`src/inc/mesh_relay_pkg.sv`:
```
/*
 * Constants, header layout and states of the mesh relay block.
 * Assumes one clock domain; imported by the relay top and the bench, the top sizes its FIFO from it.
 */
package mesh_relay_pkg;
	localparam int ID_W = 16;
	localparam int HOP_W = 4;
	localparam int FID_W = 8;
	localparam int MAP_W = 8;
	localparam int FIFO_DEPTH = 16;
	localparam int DUP_N = 4;
	localparam logic [ID_W-1:0] ALL_NODES = 16'hffff;
	localparam logic [1:0] MODE_SHORT = 2'h3;
	localparam logic [1:0] MODE_NONE = 2'h0;
	localparam logic [HOP_W-1:0] HOP_ONE = 4'h1;
	localparam logic [1:0] DUP_PTR_RST = 2'h0;

	typedef struct packed {
		logic [1:0]       addrMode;
		logic [HOP_W-1:0] hopsLeft;
		logic [ID_W-1:0]  origAddr;
		logic [ID_W-1:0]  finalAddr;
		logic [ID_W-1:0]  srcNode;
		logic [ID_W-1:0]  dstNode;
		logic [FID_W-1:0] fid;
		logic             ackReq;
		logic             ackType;
	} txd_t;

	localparam int TXD_W = $bits(txd_t);

	typedef enum logic [1:0] {ST_IDLE, ST_LOOK, ST_UP, ST_TX} state_t;
endpackage

```
`src/inc/fifo_if.sv`:
```
/*
 * Valid/ready carrier between the relay engine and its transmit FIFO.
 * Assumes both ends share one clock.
 */
`timescale 1ns/1ns
interface fifo_if #(parameter int W = 8);
	logic         inVal;
	logic         inRdy;
	logic [W-1:0] inData;
	logic         outVal;
	logic         outRdy;
	logic [W-1:0] outData;

	modport writer (output inVal, output inData, input inRdy);
	modport store  (input inVal, input inData, output inRdy,
	                output outVal, output outData, input outRdy);
	modport reader (input outVal, input outData, output outRdy);
endinterface

```
`src/hw/mesh_frame_relay_logic.sv`:
```
/*
 * Mesh frame relay engine: originates, relays and delivers mesh frames,
 * filters broadcast copies, raises immediate acknowledgements and
 * retransmit requests. Assumes the framer, the relaying database and
 * the upper entity all run on ref_clk and hold inputs until handshaked.
 */
`timescale 1ns/1ns
module mesh_frame_relay_logic (
	input  wire logic                           ref_clk,
	input  wire logic                           rst_n,
	input  wire logic [mesh_relay_pkg::ID_W-1:0]  ownId,
	input  wire logic                           relayEnable,
	input  wire logic                           isRelay,
	input  wire logic                           isBcastRelay,
	input  wire logic [mesh_relay_pkg::HOP_W-1:0] maxHops,
	input  wire logic                           rxValid,
	output wire logic                           rxReady,
	input  wire logic                           rxMesh,
	input  wire logic [mesh_relay_pkg::ID_W-1:0]  rxSrcNode,
	input  wire logic [mesh_relay_pkg::ID_W-1:0]  rxDstNode,
	input  wire logic [mesh_relay_pkg::ID_W-1:0]  rxOrigAddr,
	input  wire logic [mesh_relay_pkg::ID_W-1:0]  rxFinalAddr,
	input  wire logic [mesh_relay_pkg::HOP_W-1:0] rxHopsLeft,
	input  wire logic [mesh_relay_pkg::FID_W-1:0] rxFid,
	input  wire logic                           rxAckReq,
	input  wire logic                           rxAckType,
	input  wire logic                           rxCrcOk,
	input  wire logic [mesh_relay_pkg::MAP_W-1:0] rxErrMap,
	input  wire logic                           origValid,
	output wire logic                           origReady,
	input  wire logic                           origMulti,
	input  wire logic                           origBcast,
	input  wire logic [mesh_relay_pkg::ID_W-1:0]  origDest,
	input  wire logic [mesh_relay_pkg::FID_W-1:0] origFid,
	input  wire logic                           origAckReq,
	input  wire logic                           origAckType,
	output logic                                origRefused,
	output wire logic                           lkReq,
	output wire logic                           lkBcast,
	output wire logic [mesh_relay_pkg::ID_W-1:0]  lkSrcNode,
	output wire logic [mesh_relay_pkg::ID_W-1:0]  lkOrigAddr,
	output wire logic [mesh_relay_pkg::ID_W-1:0]  lkFinalAddr,
	input  wire logic                           lkAck,
	input  wire logic                           lkSenderOk,
	input  wire logic                           lkPathOk,
	input  wire logic [mesh_relay_pkg::ID_W-1:0]  lkNextHop,
	input  wire logic                           lkUseBcast,
	output wire logic                           upValid,
	input  wire logic                           upReady,
	output wire logic [mesh_relay_pkg::ID_W-1:0]  upSrcNode,
	output wire logic [mesh_relay_pkg::ID_W-1:0]  upOrigAddr,
	output wire logic [mesh_relay_pkg::ID_W-1:0]  upFinalAddr,
	output wire logic [mesh_relay_pkg::FID_W-1:0] upFid,
	output wire logic                           upMesh,
	output wire logic                           txValid,
	input  wire logic                           txReady,
	output wire mesh_relay_pkg::txd_t           txHeader,
	output logic                                ackSend,
	output logic                                ackKind,
	output logic                                ackOk,
	output logic [mesh_relay_pkg::MAP_W-1:0]      ackMap,
	output logic [mesh_relay_pkg::ID_W-1:0]       ackDest,
	input  wire logic                           ackInValid,
	input  wire logic                           ackInKind,
	input  wire logic                           ackInOk,
	input  wire logic [mesh_relay_pkg::MAP_W-1:0] ackInMap,
	output logic                                retxValid,
	output logic                                retxWhole,
	output logic [mesh_relay_pkg::MAP_W-1:0]      retxMap,
	output logic                                dropPulse
);
	import mesh_relay_pkg::*;

	// ****************************************
	// Declarations
	// ****************************************
	state_t           state_r, state_nxt;
	txd_t             hdr_r, hdr_nxt;
	logic             isOrig_r, isOrig_nxt;
	logic             txFlag_r, txFlag_nxt;
	logic [HOP_W-1:0] rxHops_r, rxHops_nxt;
	logic [ID_W-1:0]  upSrc_r, upSrc_nxt;
	logic             drop_nxt, refused_nxt, ackSend_nxt, ackKind_nxt, ackOk_nxt;
	logic [MAP_W-1:0] ackMap_nxt, retxMap_nxt;
	logic [ID_W-1:0]  ackDest_nxt, nextDst;
	logic             retxValid_nxt, retxWhole_nxt;
	logic             chkOk, doRelay, doDeliver, dupHit, dupRec, push;
	logic [ID_W-1:0]  dupOrig_r [DUP_N], dupOrig_nxt [DUP_N];
	logic [FID_W-1:0] dupFid_r [DUP_N], dupFid_nxt [DUP_N];
	logic [DUP_N-1:0] dupVld_r, dupVld_nxt;
	logic [1:0]       dupPtr_r, dupPtr_nxt;

	fifo_if #(.W(TXD_W)) fifoIf ();
	relay_fifo #(.WIDTH(TXD_W), .DEPTH(FIFO_DEPTH)) u_relay_fifo (
		.ref_clk (ref_clk),
		.rst_n   (rst_n),
		.q       (fifoIf.store)
	);

	// ****************************************
	// Handshakes and lookup port
	// ****************************************
	assign rxReady = (state_r == ST_IDLE);
	assign origReady = (state_r == ST_IDLE) && !rxValid;
	assign lkReq = (state_r == ST_LOOK);
	assign lkBcast = (hdr_r.finalAddr == ALL_NODES);
	assign lkSrcNode = hdr_r.srcNode;
	assign lkOrigAddr = hdr_r.origAddr;
	assign lkFinalAddr = hdr_r.finalAddr;
	assign upValid = (state_r == ST_UP);
	assign upSrcNode = upSrc_r;
	assign upOrigAddr = hdr_r.origAddr;
	assign upFinalAddr = hdr_r.finalAddr;
	assign upFid = hdr_r.fid;
	assign upMesh = (hdr_r.addrMode == MODE_SHORT);
	assign fifoIf.inVal = (state_r == ST_TX);
	assign fifoIf.inData = hdr_r;
	assign fifoIf.outRdy = txReady;
	assign txValid = fifoIf.outVal;
	assign txHeader = txd_t'(fifoIf.outData);
	assign push = fifoIf.inVal && fifoIf.inRdy;

	// Database may answer with a broadcast hop instead of a next node
	assign nextDst = (lkBcast && lkUseBcast) ? ALL_NODES : lkNextHop;
	assign chkOk = lkSenderOk && lkPathOk;
	assign doDeliver = lkBcast && chkOk && !dupHit;
	assign doRelay = relayEnable && chkOk && (hdr_r.hopsLeft != '0)
		&& (lkBcast ? (isBcastRelay && !dupHit) : isRelay);

	// ****************************************
	// Broadcast copy filter
	// ****************************************
	always_comb begin
		dupHit = 1'b0;
		for (int i = 0; i < DUP_N; i++) begin
			if (dupVld_r[i] && dupOrig_r[i] == hdr_r.origAddr && dupFid_r[i] == hdr_r.fid) begin
				dupHit = 1'b1;
			end
		end
	end
	// Round-robin replacement; only a few recent floods are remembered
	always_comb begin
		dupOrig_nxt = dupOrig_r;
		dupFid_nxt = dupFid_r;
		dupVld_nxt = dupVld_r;
		dupPtr_nxt = dupPtr_r;
		if (dupRec) begin
			dupOrig_nxt[dupPtr_r] = hdr_r.origAddr;
			dupFid_nxt[dupPtr_r] = hdr_r.fid;
			dupVld_nxt[dupPtr_r] = 1'b1;
			dupPtr_nxt = dupPtr_r + 2'h1;
		end
	end

	always_ff @(posedge ref_clk or negedge rst_n) begin
		if (!rst_n) begin
			dupOrig_r <= '{default: '0};
			dupFid_r <= '{default: '0};
			dupVld_r <= '0;
			dupPtr_r <= DUP_PTR_RST;
		end else begin
			dupOrig_r <= dupOrig_nxt;
			dupFid_r <= dupFid_nxt;
			dupVld_r <= dupVld_nxt;
			dupPtr_r <= dupPtr_nxt;
		end
	end

	// ****************************************
	// Frame engine
	// ****************************************
	always_comb begin
		state_nxt = state_r;
		hdr_nxt = hdr_r;
		isOrig_nxt = isOrig_r;
		txFlag_nxt = txFlag_r;
		rxHops_nxt = rxHops_r;
		upSrc_nxt = upSrc_r;
		drop_nxt = 1'b0;
		refused_nxt = 1'b0;
		dupRec = 1'b0;
		ackSend_nxt = 1'b0;
		{ackKind_nxt, ackOk_nxt, ackMap_nxt, ackDest_nxt} = {ackKind, ackOk, ackMap, ackDest};
		case (state_r)
			ST_IDLE: begin
				if (rxValid) begin
					hdr_nxt = '{addrMode: rxMesh ? MODE_SHORT : MODE_NONE, hopsLeft: rxHopsLeft,
						origAddr: rxOrigAddr, finalAddr: rxFinalAddr, srcNode: rxSrcNode,
						dstNode: rxDstNode, fid: rxFid, ackReq: rxAckReq, ackType: rxAckType};
					rxHops_nxt = rxHopsLeft;
					upSrc_nxt = rxSrcNode;
					isOrig_nxt = 1'b0;
					txFlag_nxt = 1'b0;
					if (rxAckReq && rxDstNode == ownId) begin
						ackSend_nxt = 1'b1;
						ackKind_nxt = rxAckType;
						ackOk_nxt = rxCrcOk;
						ackMap_nxt = rxAckType ? rxErrMap : '0;
						ackDest_nxt = rxSrcNode;
					end
					if (rxMesh) begin
						state_nxt = ST_LOOK;
					end else if (rxDstNode == ownId || rxDstNode == ALL_NODES) begin
						state_nxt = ST_UP;
					end else begin
						drop_nxt = 1'b1;
					end
				end else if (origValid) begin
					isOrig_nxt = 1'b1;
					txFlag_nxt = 1'b1;
					if (origMulti && !relayEnable) begin
						refused_nxt = 1'b1;
					end else begin
						// Broadcasts never ask for an acknowledgement
						hdr_nxt = '{addrMode: origMulti ? MODE_SHORT : MODE_NONE,
							hopsLeft: maxHops,
							origAddr: ownId,
							finalAddr: origBcast ? ALL_NODES : origDest,
							srcNode: ownId,
							dstNode: origBcast ? ALL_NODES : origDest,
							fid: origFid, ackReq: origAckReq && !origBcast,
							ackType: origAckType};
						state_nxt = origMulti ? ST_LOOK : ST_TX;
					end
				end
			end
			ST_LOOK: begin
				if (lkAck) begin
					if (isOrig_r) begin
						hdr_nxt.dstNode = nextDst;
						hdr_nxt.ackReq = hdr_r.ackReq && (nextDst != ALL_NODES);
						state_nxt = ST_TX;
					end else if (hdr_r.finalAddr == ownId) begin
						if (lkSenderOk) begin
							state_nxt = ST_UP;
						end else begin
							drop_nxt = 1'b1;
							state_nxt = ST_IDLE;
						end
					end else begin
						hdr_nxt.hopsLeft = hdr_r.hopsLeft - HOP_ONE;
						hdr_nxt.srcNode = ownId;
						hdr_nxt.dstNode = nextDst;
						hdr_nxt.ackReq = hdr_r.ackReq && (nextDst != ALL_NODES);
						dupRec = doDeliver;
						txFlag_nxt = doRelay;
						drop_nxt = !doDeliver && !doRelay;
						if (doDeliver) begin
							state_nxt = ST_UP;
						end else if (doRelay) begin
							state_nxt = ST_TX;
						end else begin
							state_nxt = ST_IDLE;
						end
					end
				end
			end
			ST_UP: begin
				if (upReady) begin
					state_nxt = txFlag_r ? ST_TX : ST_IDLE;
				end
			end
			ST_TX: begin
				if (fifoIf.inRdy) begin
					state_nxt = ST_IDLE;
				end
			end
			default: begin
				state_nxt = ST_IDLE;
			end
		endcase
	end
	always_ff @(posedge ref_clk or negedge rst_n) begin
		if (!rst_n) begin
			state_r <= ST_IDLE;
			hdr_r <= '0;
			{isOrig_r, txFlag_r, rxHops_r, upSrc_r} <= '0;
			{dropPulse, origRefused} <= '0;
			{ackSend, ackKind, ackOk, ackMap, ackDest} <= '0;
		end else begin
			state_r <= state_nxt;
			hdr_r <= hdr_nxt;
			{isOrig_r, txFlag_r} <= {isOrig_nxt, txFlag_nxt};
			{rxHops_r, upSrc_r} <= {rxHops_nxt, upSrc_nxt};
			{dropPulse, origRefused} <= {drop_nxt, refused_nxt};
			{ackSend, ackKind, ackOk} <= {ackSend_nxt, ackKind_nxt, ackOk_nxt};
			{ackMap, ackDest} <= {ackMap_nxt, ackDest_nxt};
		end
	end
	// ****************************************
	// Retransmit decision
	// ****************************************
	always_comb begin
		retxValid_nxt = ackInValid && (ackInKind ? (ackInMap != '0) : !ackInOk);
		retxWhole_nxt = ackInValid && !ackInKind && !ackInOk;
		retxMap_nxt = (ackInValid && ackInKind) ? ackInMap : '0;
	end
	always_ff @(posedge ref_clk or negedge rst_n) begin
		if (!rst_n) begin
			{retxValid, retxWhole, retxMap} <= '0;
		end else begin
			{retxValid, retxWhole, retxMap} <= {retxValid_nxt, retxWhole_nxt, retxMap_nxt};
		end
	end
endmodule

```
`src/hw/relay_fifo.sv`:
```
/*
 * Synchronous FIFO with valid/ready on both sides.
 * Assumes DEPTH is a power of two and WIDTH matches the carrier width.
 */
`timescale 1ns/1ns
module relay_fifo #(
	parameter int WIDTH = 8,
	parameter int DEPTH = 16
) (
	input wire logic ref_clk,
	input wire logic rst_n,
	fifo_if.store    q
);
	localparam int AW = $clog2(DEPTH);

	logic [WIDTH-1:0] mem [DEPTH];
	logic [AW:0]      wrPtr_r;
	logic [AW:0]      wrPtr_nxt;
	logic [AW:0]      rdPtr_r;
	logic [AW:0]      rdPtr_nxt;
	logic             full;
	logic             empty;
	logic             doWr;
	logic             doRd;

	// Extra pointer bit tells full from empty
	assign full = (wrPtr_r[AW] != rdPtr_r[AW]) && (wrPtr_r[AW-1:0] == rdPtr_r[AW-1:0]);
	assign empty = (wrPtr_r == rdPtr_r);
	assign doWr = q.inVal && !full;
	assign doRd = q.outRdy && !empty;
	assign q.inRdy = !full;
	assign q.outVal = !empty;
	assign q.outData = mem[rdPtr_r[AW-1:0]];

	always_comb begin
		wrPtr_nxt = wrPtr_r + (AW+1)'(doWr);
		rdPtr_nxt = rdPtr_r + (AW+1)'(doRd);
	end

	always_ff @(posedge ref_clk or negedge rst_n) begin
		if (!rst_n) begin
			wrPtr_r <= '0;
			rdPtr_r <= '0;
		end else begin
			wrPtr_r <= wrPtr_nxt;
			rdPtr_r <= rdPtr_nxt;
		end
	end

	// Storage carries no reset; empty flag masks stale words
	always_ff @(posedge ref_clk) begin
		if (doWr) begin
			mem[wrPtr_r[AW-1:0]] <= q.inData;
		end
	end
endmodule

```
`config.mk`:
```
export PLATFORM = sky130hd
export DESIGN_NAME = mesh_frame_relay_logic
export DESIGN_NICKNAME = d
export VERILOG_FILES = /design/src/inc/mesh_relay_pkg.sv /design/src/inc/fifo_if.sv /design/src/hw/mesh_frame_relay_logic.sv /design/src/hw/relay_fifo.sv
export SDC_FILE = /design/constraint.sdc
export NUM_CORES = 1
export LEC_CHECK = 0
export BUFFER_PORTS_ARGS = -buffer_cell sky130_fd_sc_hd__buf_2
export CORE_MARGIN = 3
export CORE_UTILIZATION = 60
export DETAILED_ROUTE_END_ITERATION = 6
export GPL_ROUTABILITY_DRIVEN = 0
export HOLD_SLACK_MARGIN = 0.12
export PLACE_DENSITY_LB_ADDON = 0.25
export SLEW_MARGIN = 20
export SYNTH_ARGS = -nofsm -noshare
export SYNTH_HDL_FRONTEND = slang
export SYNTH_HIERARCHICAL = 1
export SYNTH_SLANG_ARGS = --single-unit
```
`constraint.sdc`:
```
create_clock -name ref_clk -period 16.7 [get_ports ref_clk]
set_input_delay 1.67 -clock ref_clk [delete_from_list [all_inputs] [get_ports ref_clk]]
set_output_delay 1.67 -clock ref_clk [all_outputs]
set_load 0.1 [all_outputs]
```
Word level (Yosys, flattened, before mapping)

Memory sizes are Yosys's and may differ from the RTL's.
Index checks and enable logic that the tools add are counted.

Flip-flop bits (word level): 251
Output and inout bits: 230
RAM bits: 1,280
Bits of input ports: 176
Memories: 1
Logic and storage cells: 210

Memories:

| memory           | words | bits a word | rd ports | clocked after Yosys merged registers in | write ports | RTL line         | text |
|---|---|---|---|---|---|---|---|
| u_relay_fifo.mem | 16    | 80          | 1        | 0                                       | 1           | relay_fifo.sv:16 | `logic [WIDTH-1:0] mem [DEPTH];` |

Reductions and logical operators: 55
Mux-type cells: 79
Equality and inequality tests: 30
Add/sub/neg operators: 4
Bitwise gates (word level): 2
Magnitude comparators: 4

Operators by type and width:

| kind                                           | count |
|---|---|
| 80-bit 2-to-1 mux                              | 3 |
| 16-bit == test                                 | 6 |
| 16-bit 2-to-1 mux                              | 5 |
| 64-bit bitwise mux                             | 1 |
| 32-bit 2-to-1 mux                              | 2 |
| 32-bit one-hot mux with 2 select lines         | 1 |
| 1-bit 2-to-1 mux                               | 35 |
| 2-bit 2-to-1 mux                               | 17 |
| 32-bit bitwise mux                             | 1 |
| 16-bit demux with 2-bit select                 | 1 |
| 16-bit == test (second input constant)         | 2 |
| 8-bit == test                                  | 4 |
| 1-bit logical AND                              | 31 |
| 8-bit 2-to-1 mux                               | 3 |
| 8-bit demux with 2-bit select                  | 1 |
| 16-bit inequality test (second input constant) | 1 |
| 4-bit 2-to-1 mux                               | 3 |
| 6-bit AND reduction                            | 2 |
| 5-bit by 1-bit adder with 5-bit output         | 2 |
| 1-bit zero test                                | 10 |
| 5-bit AND reduction                            | 2 |
| 2-bit inequality test (second input constant)  | 4 |
| 2-bit one-hot mux with 4 select lines          | 1 |
| 4-bit one-hot mux with 2 select lines          | 1 |
| other kinds (26)                               | 35 |

Depth between registers and ports, before layout

Gate-level depths: netlist of run 1.

Word-level depth: 17
Depth in mapped cells: 11
Mapped depth without buffers: 8

Cells and area by module

Netlist of run 1, hierarchy kept.

Modules (own cells, without submodules):

| module                 | area an instance (um2) | cells each | times used |
|---|---|---|---|
| relay_fifo             | 49,376.1               | 2,285      | 1 |
| mesh_frame_relay_logic | 13,026.2               | 1,182      | 1 |

Least setup slack after synthesis of run 1

OpenSTA, ideal clock, no wires.

Kind: register to register
Start point: reg state_r[0]
End point: mem u_relay_fifo/mem[0][0] (netlist bit), enable pin
Buffers on the path: 2
Setup slack: 7.264 ns
Data arrival time: 8.721 ns
Stages on the path, launching flop included: 6
Clock period less this slack: 9.436 ns
Path through: dfrtp_1 > buf_1 > and2_1 > a21bo_2 > buf_2 > nor4_1

Cells in the longest elaborated chain, start to end: 4

RTL lines:

| what                                   | RTL line                      | text |
|---|---|---|
| from (decl)                            | mesh_frame_relay_logic.sv:77  | `state_t state_r, state_nxt;` |
| from (signal assigned)                 | mesh_frame_relay_logic.sv:281 | `state_r <= state_nxt;` |
| 2-bit == test                          | mesh_frame_relay_logic.sv:116 | `assign fifoIf.inVal = (state_r == ST_TX);` |
| net fifoIf.inVal                       | fifo_if.sv:7                  | `logic inVal;` |
| 1-bit logical AND                      | relay_fifo.sv:29              | `assign doWr = q.inVal && !full;` |
| 1-bit 2-to-1 mux                       | relay_fifo.sv:52              | `if (doWr) begin` |
| 1-bit 2-to-1 mux (not written as such) | relay_fifo.sv:53              | `mem[wrPtr_r[AW-1:0]] <= q.inData;` |
| to (decl)                              | relay_fifo.sv:16              |  |

The timed path passes the listed nets, and every way through them passes these cells.

==> impl_metrics.tcl, run 1 <==
set metrics [dict create \
    hold_viol 0 \
    fin_nets 4015 \
    synth_warnings 6 \
    die_height_um 328.5 \
    avgSynthCellArea_um2 18.00 \
    die_area_mm2 0.1079 \
    dr_total_vias 34610 \
    ys_ff_latch 1530 \
    synth_edf_count 1280 \
    clkTransAtPathRegs_ps 60 \
    fin_crit_sh_pct 40.79 \
    ir_worst_vdd_mv 0.2489 \
    ant_nets 0 \
    critPathRequiredTime_ps 15030 \
    routedWlPerCell_um 30.69 \
    cts_root_buf "clkbuf_16" \
    layout_common_cells "1,280 x edfxtp_1, 404 x buf_2, 243 x dfrtp_1, 205 x mux2i_1, 202 x mux2_2" \
    ctsResizeCount 0 \
    period_needed_ps 6811 \
    worst_setup_path_end_kind "primary output" \
    htreeDepth 4 \
    postCtsHoldBufs 0 \
    multi_input_comb_area_mm2 0.01587 \
    status "completed" \
    io_buffers 405 \
    syn_inst 3467 \
    initial_core_util_pct 60.90 \
    clkLatencyLatePin_ps 760 \
    synth_cell_types 67 \
    nFillCells 6722 \
    tightest_slew_ps 1182 \
    clock_tree.buffer_depth 3 \
    cts_setup_buffers 0 \
    setup_viol 0 \
    maxSlewViolCount 0 \
    p_leak_nw 25.91 \
    drv_cap 0 \
    syn-cell-area_mm2 0.06240 \
    fmax_mhz 146.8 \
    hp-class "reg2reg" \
    ys.flop_type "edfxtp_1" \
    grt_util_all_layers_pct 30.46 \
    power_density_mw_per_mm2 214.4 \
    die_w_um 328.5 \
    grt-ovfl-total 0 \
    dp_hpwl_mm 95.56 \
    grt_start_max_net_pins 135 \
    grt_pass1_vias 34400 \
    drc 0 \
    rsz0062_at_grt "false" \
    floorplan.rows 117 \
    tns_ps 0 \
    syn2layout_area_growth_pct 12.52 \
    async_flop_share_pct 16.34 \
    numCtsBuffers 150 \
    grt_pass1_wl_mm 235.2 \
    first_iter_violations 3661 \
    path_class "reg2out" \
    worstPathMaxFanout 59 \
    first_pass_iters 5 \
    cts_tree "yes" \
    max_slew_margin_pct 21.18 \
    synth_seq_area_share_pct 71.62 \
    fin_util_pct 68.52 \
    final_layout_size_suffix_gt1_share_pct 30.98 \
    finClkSkew_ps 24.74 \
    antenna_found_initial 17 \
    synthesis.nets 3652 \
    final_common_cell "edfxtp_1" \
    clock_sinks 1530 \
    io_pins 406 \
    drt-total-wl_mm 163.6 \
    viasPerCell 6.491 \
    worstPathArrival_ps 5140 \
    regArea_mm2 0.04471 \
    cp-start-kind "register" \
    core-area_mm2 0.1025 \
]
==> layer usage <==
layer  wire length [µm]  part of all wire, %  global-route usage (%)  vias to the layer above
li1                   -                    -                       -                    14430
met1              62220                   38                   42.08                    17730
met2              75980                   46                   46.70                     2078
met3              19580                   12                   9.021                      350
met4               5745                  3.5                   10.88                       12
met5                 78                0.048                       0                        -
==> power by group <==
group | leakage (nW) | total (W) | internal (W) | switching (W)
logic | 8.58 | 0.00621 | 0.00154 | 0.00467
registers | 14.9 | 0.00544 | 0.00492 | 0.000519
clock network | 2.44 | 0.00340 | 0.00200 | 0.00141
==> logic make-up (layout without fill, tap and decap cells) <==
kind of cell               count (synthesis)  after routing  synth area share (%)
DFF                                     1530           1530                 71.62
muxes                                    643            643                 14.54
buffers and inverters                    310            800                 3.244
other                                      0              6                     0
and+or+nand+nor                          350            350                 2.867
xor gates and xnor gates                 140            140                 1.965
AOI/OAI and AO/OA                        485            485                 5.586
adders and majority gates                  9              9                0.1805
==> cell usage after synthesis, drive strengths merged, types with 6 or more instances <==
library cell	n	share of area (%)
edfxtp	1280	62
ha	9	0.18
and3	9	0.090
clkbuf	93	0.56
nand3	11	0.096
nor3	17	0.14
mux2	278	5.5
or4	6	0.072
nand2	181	1.1
buf	205	2.6
o22ai	114	1.1
nor2	13	0.078
mux2i	205	3.3
a22o	81	1.1
inv	10	0.060
nor4	21	0.23
nand2b	11	0.11
nand4	58	0.68
xnor2	117	1.6
o21ai	102	0.82
a21o	79	0.95
mux4	160	5.8
xor2	23	0.32
dfrtp	250	10
a221oi	79	1.1
==> area by class of cell <==
| cell class | instances | share of cell area (%) |
|---|---|---|
| clock buffers | 200 | 5.996 |
| inverters | 12 | 0.06415 |
| diodes | 6 | 0.02138 |
| flip-flops and latches | 1530 | 63.67 |
| clock inverters | 79 | 1.167 |
| repair buffers | 509 | 4.041 |
| multi-input cells | 1627 | 22.60 |
| well taps | 1368 | 2.438 |
==> final timing paths <==
| path | startpoint | to | slack [ps] | cells past startpoint |
|---|---|---|---|---|
| min in group asynchronous | rst_n | dupOrig_r[4] | 830 | 1 |
| hold / removal | upSrcNode[4] | upSrcNode[4] | 470 | 2 |
| max in group asynchronous | rst_n | upSrcNode[9] | 13790 | 3 |
| setup / recovery | u_relay_fifo/rdPtr_r[0] | txHeader[13] | 9890 | 7 |
| hold reg to reg | upSrcNode[4] | upSrcNode[4] | 470 | 2 |
| setup reg to reg | u_relay_fifo/rdPtr_r[0] | u_relay_fifo/mem[4][24] | 11370 | 8 |
==> worst max-delay path: stages (launching register included) <==
cell and delay, ps:
dfrtp_4 1040, buf_4 940, buf_4 880, mux2_2 300
o22ai_1 70, a221oi_1 260, a21o_1 250, buf_2 460
==> state kept, by name, indices dropped and copies added (netlist names), 16 cells and up <==
name              flops
u_relay_fifo/mem   1280
fifoIf.inData        23
lkSrcNode            16
ackDest              16
upSrcNode            16
lkFinalAddr          16
dupFid_r             32
lkOrigAddr           16
dupOrig_r            64
==> stage by stage <==
step | worst slack [ps] | hold WS [ps] | cells | total power (W) | area (µm²)
2_1_floorplan | 7264 | 434.6 | 3467 | 0.01037 | 62400
3_3_place_gp | 10710 | 448.8 | 5045 | 0.01162 | 65140
3_5_place_dp | 10670 | 452.1 | 5045 | 0.01171 | 65140
4_1_cts | 9845 | 469.5 | 5324 | 0.01509 | 70170
5_1_grt | 9593 | 483.3 | 5325 | 0.01553 | 70200
6_report | 9889 | 466.1 | 5331 | 0.01505 | 70210
Note: power is estimated with default switching activity, not from simulation.
==> run 2, diff against run 1 <==
Clock period 16.7 ns to 6.6 ns, I/O delays scaled along.
==> run 2 against run 1 <==
Sequential share of layout area down 0.23 points. Clock skew up 4.0 ps. Final cell count up 0.43%. Combinational power rose to 2.6 times the previous value. Largest cell class unchanged. Largest power group unchanged.
==> impl_metrics.tcl, run 2 (same netlist as run 1, synthesis figures left out) <==
set metrics [dict create \
    worstPathArrival_ps 4600 \
    cp_slowest_cell "nor2b_4" \
    ant_nets 0 \
    p_leak_nw 26.06 \
    crit_top_cell "buf_4" \
    rsz0062_at_grt "false" \
    grt_pass1_wl_mm 238.2 \
    io_buffers 405 \
    syn2layout_area_growth_pct 12.92 \
    die_area_mm2 0.1079 \
    final_layout_size_suffix_gt1_share_pct 30.55 \
    worstPathCellList "buf_4 > nor2b_4 > buf_4 > a22o_1 > a21o_1 > buf_2" \
    worstPathMaxFanout 40 \
    power_density_mw_per_mm2 540.4 \
    drv_cap 0 \
    grt_start_max_net_pins 155 \
    first_pass_iters 6 \
    dr_total_vias 34530 \
    fmax_mhz 190.2 \
    clock_tree.buffer_depth 3 \
    hp-class "in2reg" \
    die_height_um 328.5 \
    finClkSkew_ps 28.77 \
    status "completed" \
    final_common_cell "edfxtp_1" \
    grt_util_all_layers_pct 30.82 \
    cp-start-kind "register" \
    routedWlPerCell_um 30.96 \
    path_class "reg2out" \
    numCtsBuffers 152 \
    grt-ovfl-total 0 \
    setup_viol 0 \
    fin_crit_sh_pct 79.68 \
    slowest_delay_ps 960 \
    drt-total-wl_mm 165.7 \
    crit_family "buffers and inverters" \
    io_pins 406 \
    hold_viol 0 \
    largest_register_ffs 1280 \
    worst_setup_path_end_kind "primary output" \
    grt_pass1_vias 34260 \
    htreeDepth 4 \
    core-area_mm2 0.1025 \
    cts_setup_buffers 0 \
    layout_common_cells "1,280 x edfxtp_1, 404 x buf_2, 244 x dfrtp_1, 205 x mux2i_1, 202 x mux2_2" \
    antenna_found_initial 16 \
    path_buf_inv 3 \
    first_iter_violations 4065 \
    period_needed_ps 5259 \
    clkLatencyLatePin_ps 760 \
    dp_hpwl_mm 101.0 \
    tightest_slew_ps 1198 \
    cts_root_buf "clkbuf_16" \
    fin_nets 4043 \
    die_w_um 328.5 \
    clkTransAtPathRegs_ps 60 \
    drc 0 \
    cts_tree "yes" \
    hold_ws_ps 164.1 \
    initial_core_util_pct 60.90 \
    fin_util_pct 68.76 \
    postCtsHoldBufs 16 \
    max_slew_margin_pct 20.12 \
    ctsResizeCount 0 \
    viasPerCell 6.450 \
    floorplan.rows 117 \
    critPathRequiredTime_ps 5940 \
    clock_sinks 1530 \
    maxSlewViolCount 0 \
    ir_worst_vdd_mv 0.5493 \
]
==> run 2: worst paths after layout <==
check                                         from  slack [ps]  cells after the start                       to
max in group asynchronous                    rst_n        4930                      3  u_relay_fifo/rdPtr_r[0]
setup / recovery           u_relay_fifo/rdPtr_r[1]        1340                      6              txHeader[2]
min in group asynchronous                    rst_n         390                      2                 upFid[3]
hold reg to reg                        dupVld_r[3]         470                      1              dupVld_r[3]
setup reg to reg                        state_r[0]        2550                      7             dupFid_r[29]
hold / removal                        rxSrcNode[4]         160                      3             upSrcNode[4]
==> run 2: final cells by class <==
cell class	instances	area, µm²
Antenna cell	6	15.01
Clock buffer	220	4285
Clock inverter	56	588.1
Fill cell	6541	32010
Inverter	12	45.04
Multi-Input combinational cell	1627	15960
Sequential cell	1530	44710
Tap cell	1368	1712
Timing Repair Buffer	535	3152
==> run 2: through the flow <==
step           area, µm²  TNS (ps)  std cells  power, W  setup WS, ps
6_report           70460         0       5354   0.03808          1341
3_5_place_dp       65400         0       5056   0.02978          2204
3_3_place_gp       65370         0       5055   0.02960          2238
4_1_cts            70430         0       5348   0.03815          1367
2_1_floorplan      62450  -1059690       3467   0.02622         -2836
5_1_grt            70450         0       5348   0.03924          1299
==> run 2: per-layer routing <==
metal  up-vias  wire length (µm)  GRT usage [%]
li1      14500                 -              -
met1     17780             61520          41.67
met2      1918             76540          46.64
met3       331             20890          10.61
met4        12              6711          11.99
met5         -                78              0
==> run 2: tightest hold or removal path, stage by stage <==
cell and delay [ps]:
buf_2 120, nand2_1 50, nand2_1 50
==> run 2: power by group <==
part           total, W  leakage, nW  switching, W  internal (W)
clock network   0.00840         2.36       0.00358       0.00482
registers        0.0137         14.9       0.00126        0.0124
logic            0.0160         8.81        0.0120       0.00396
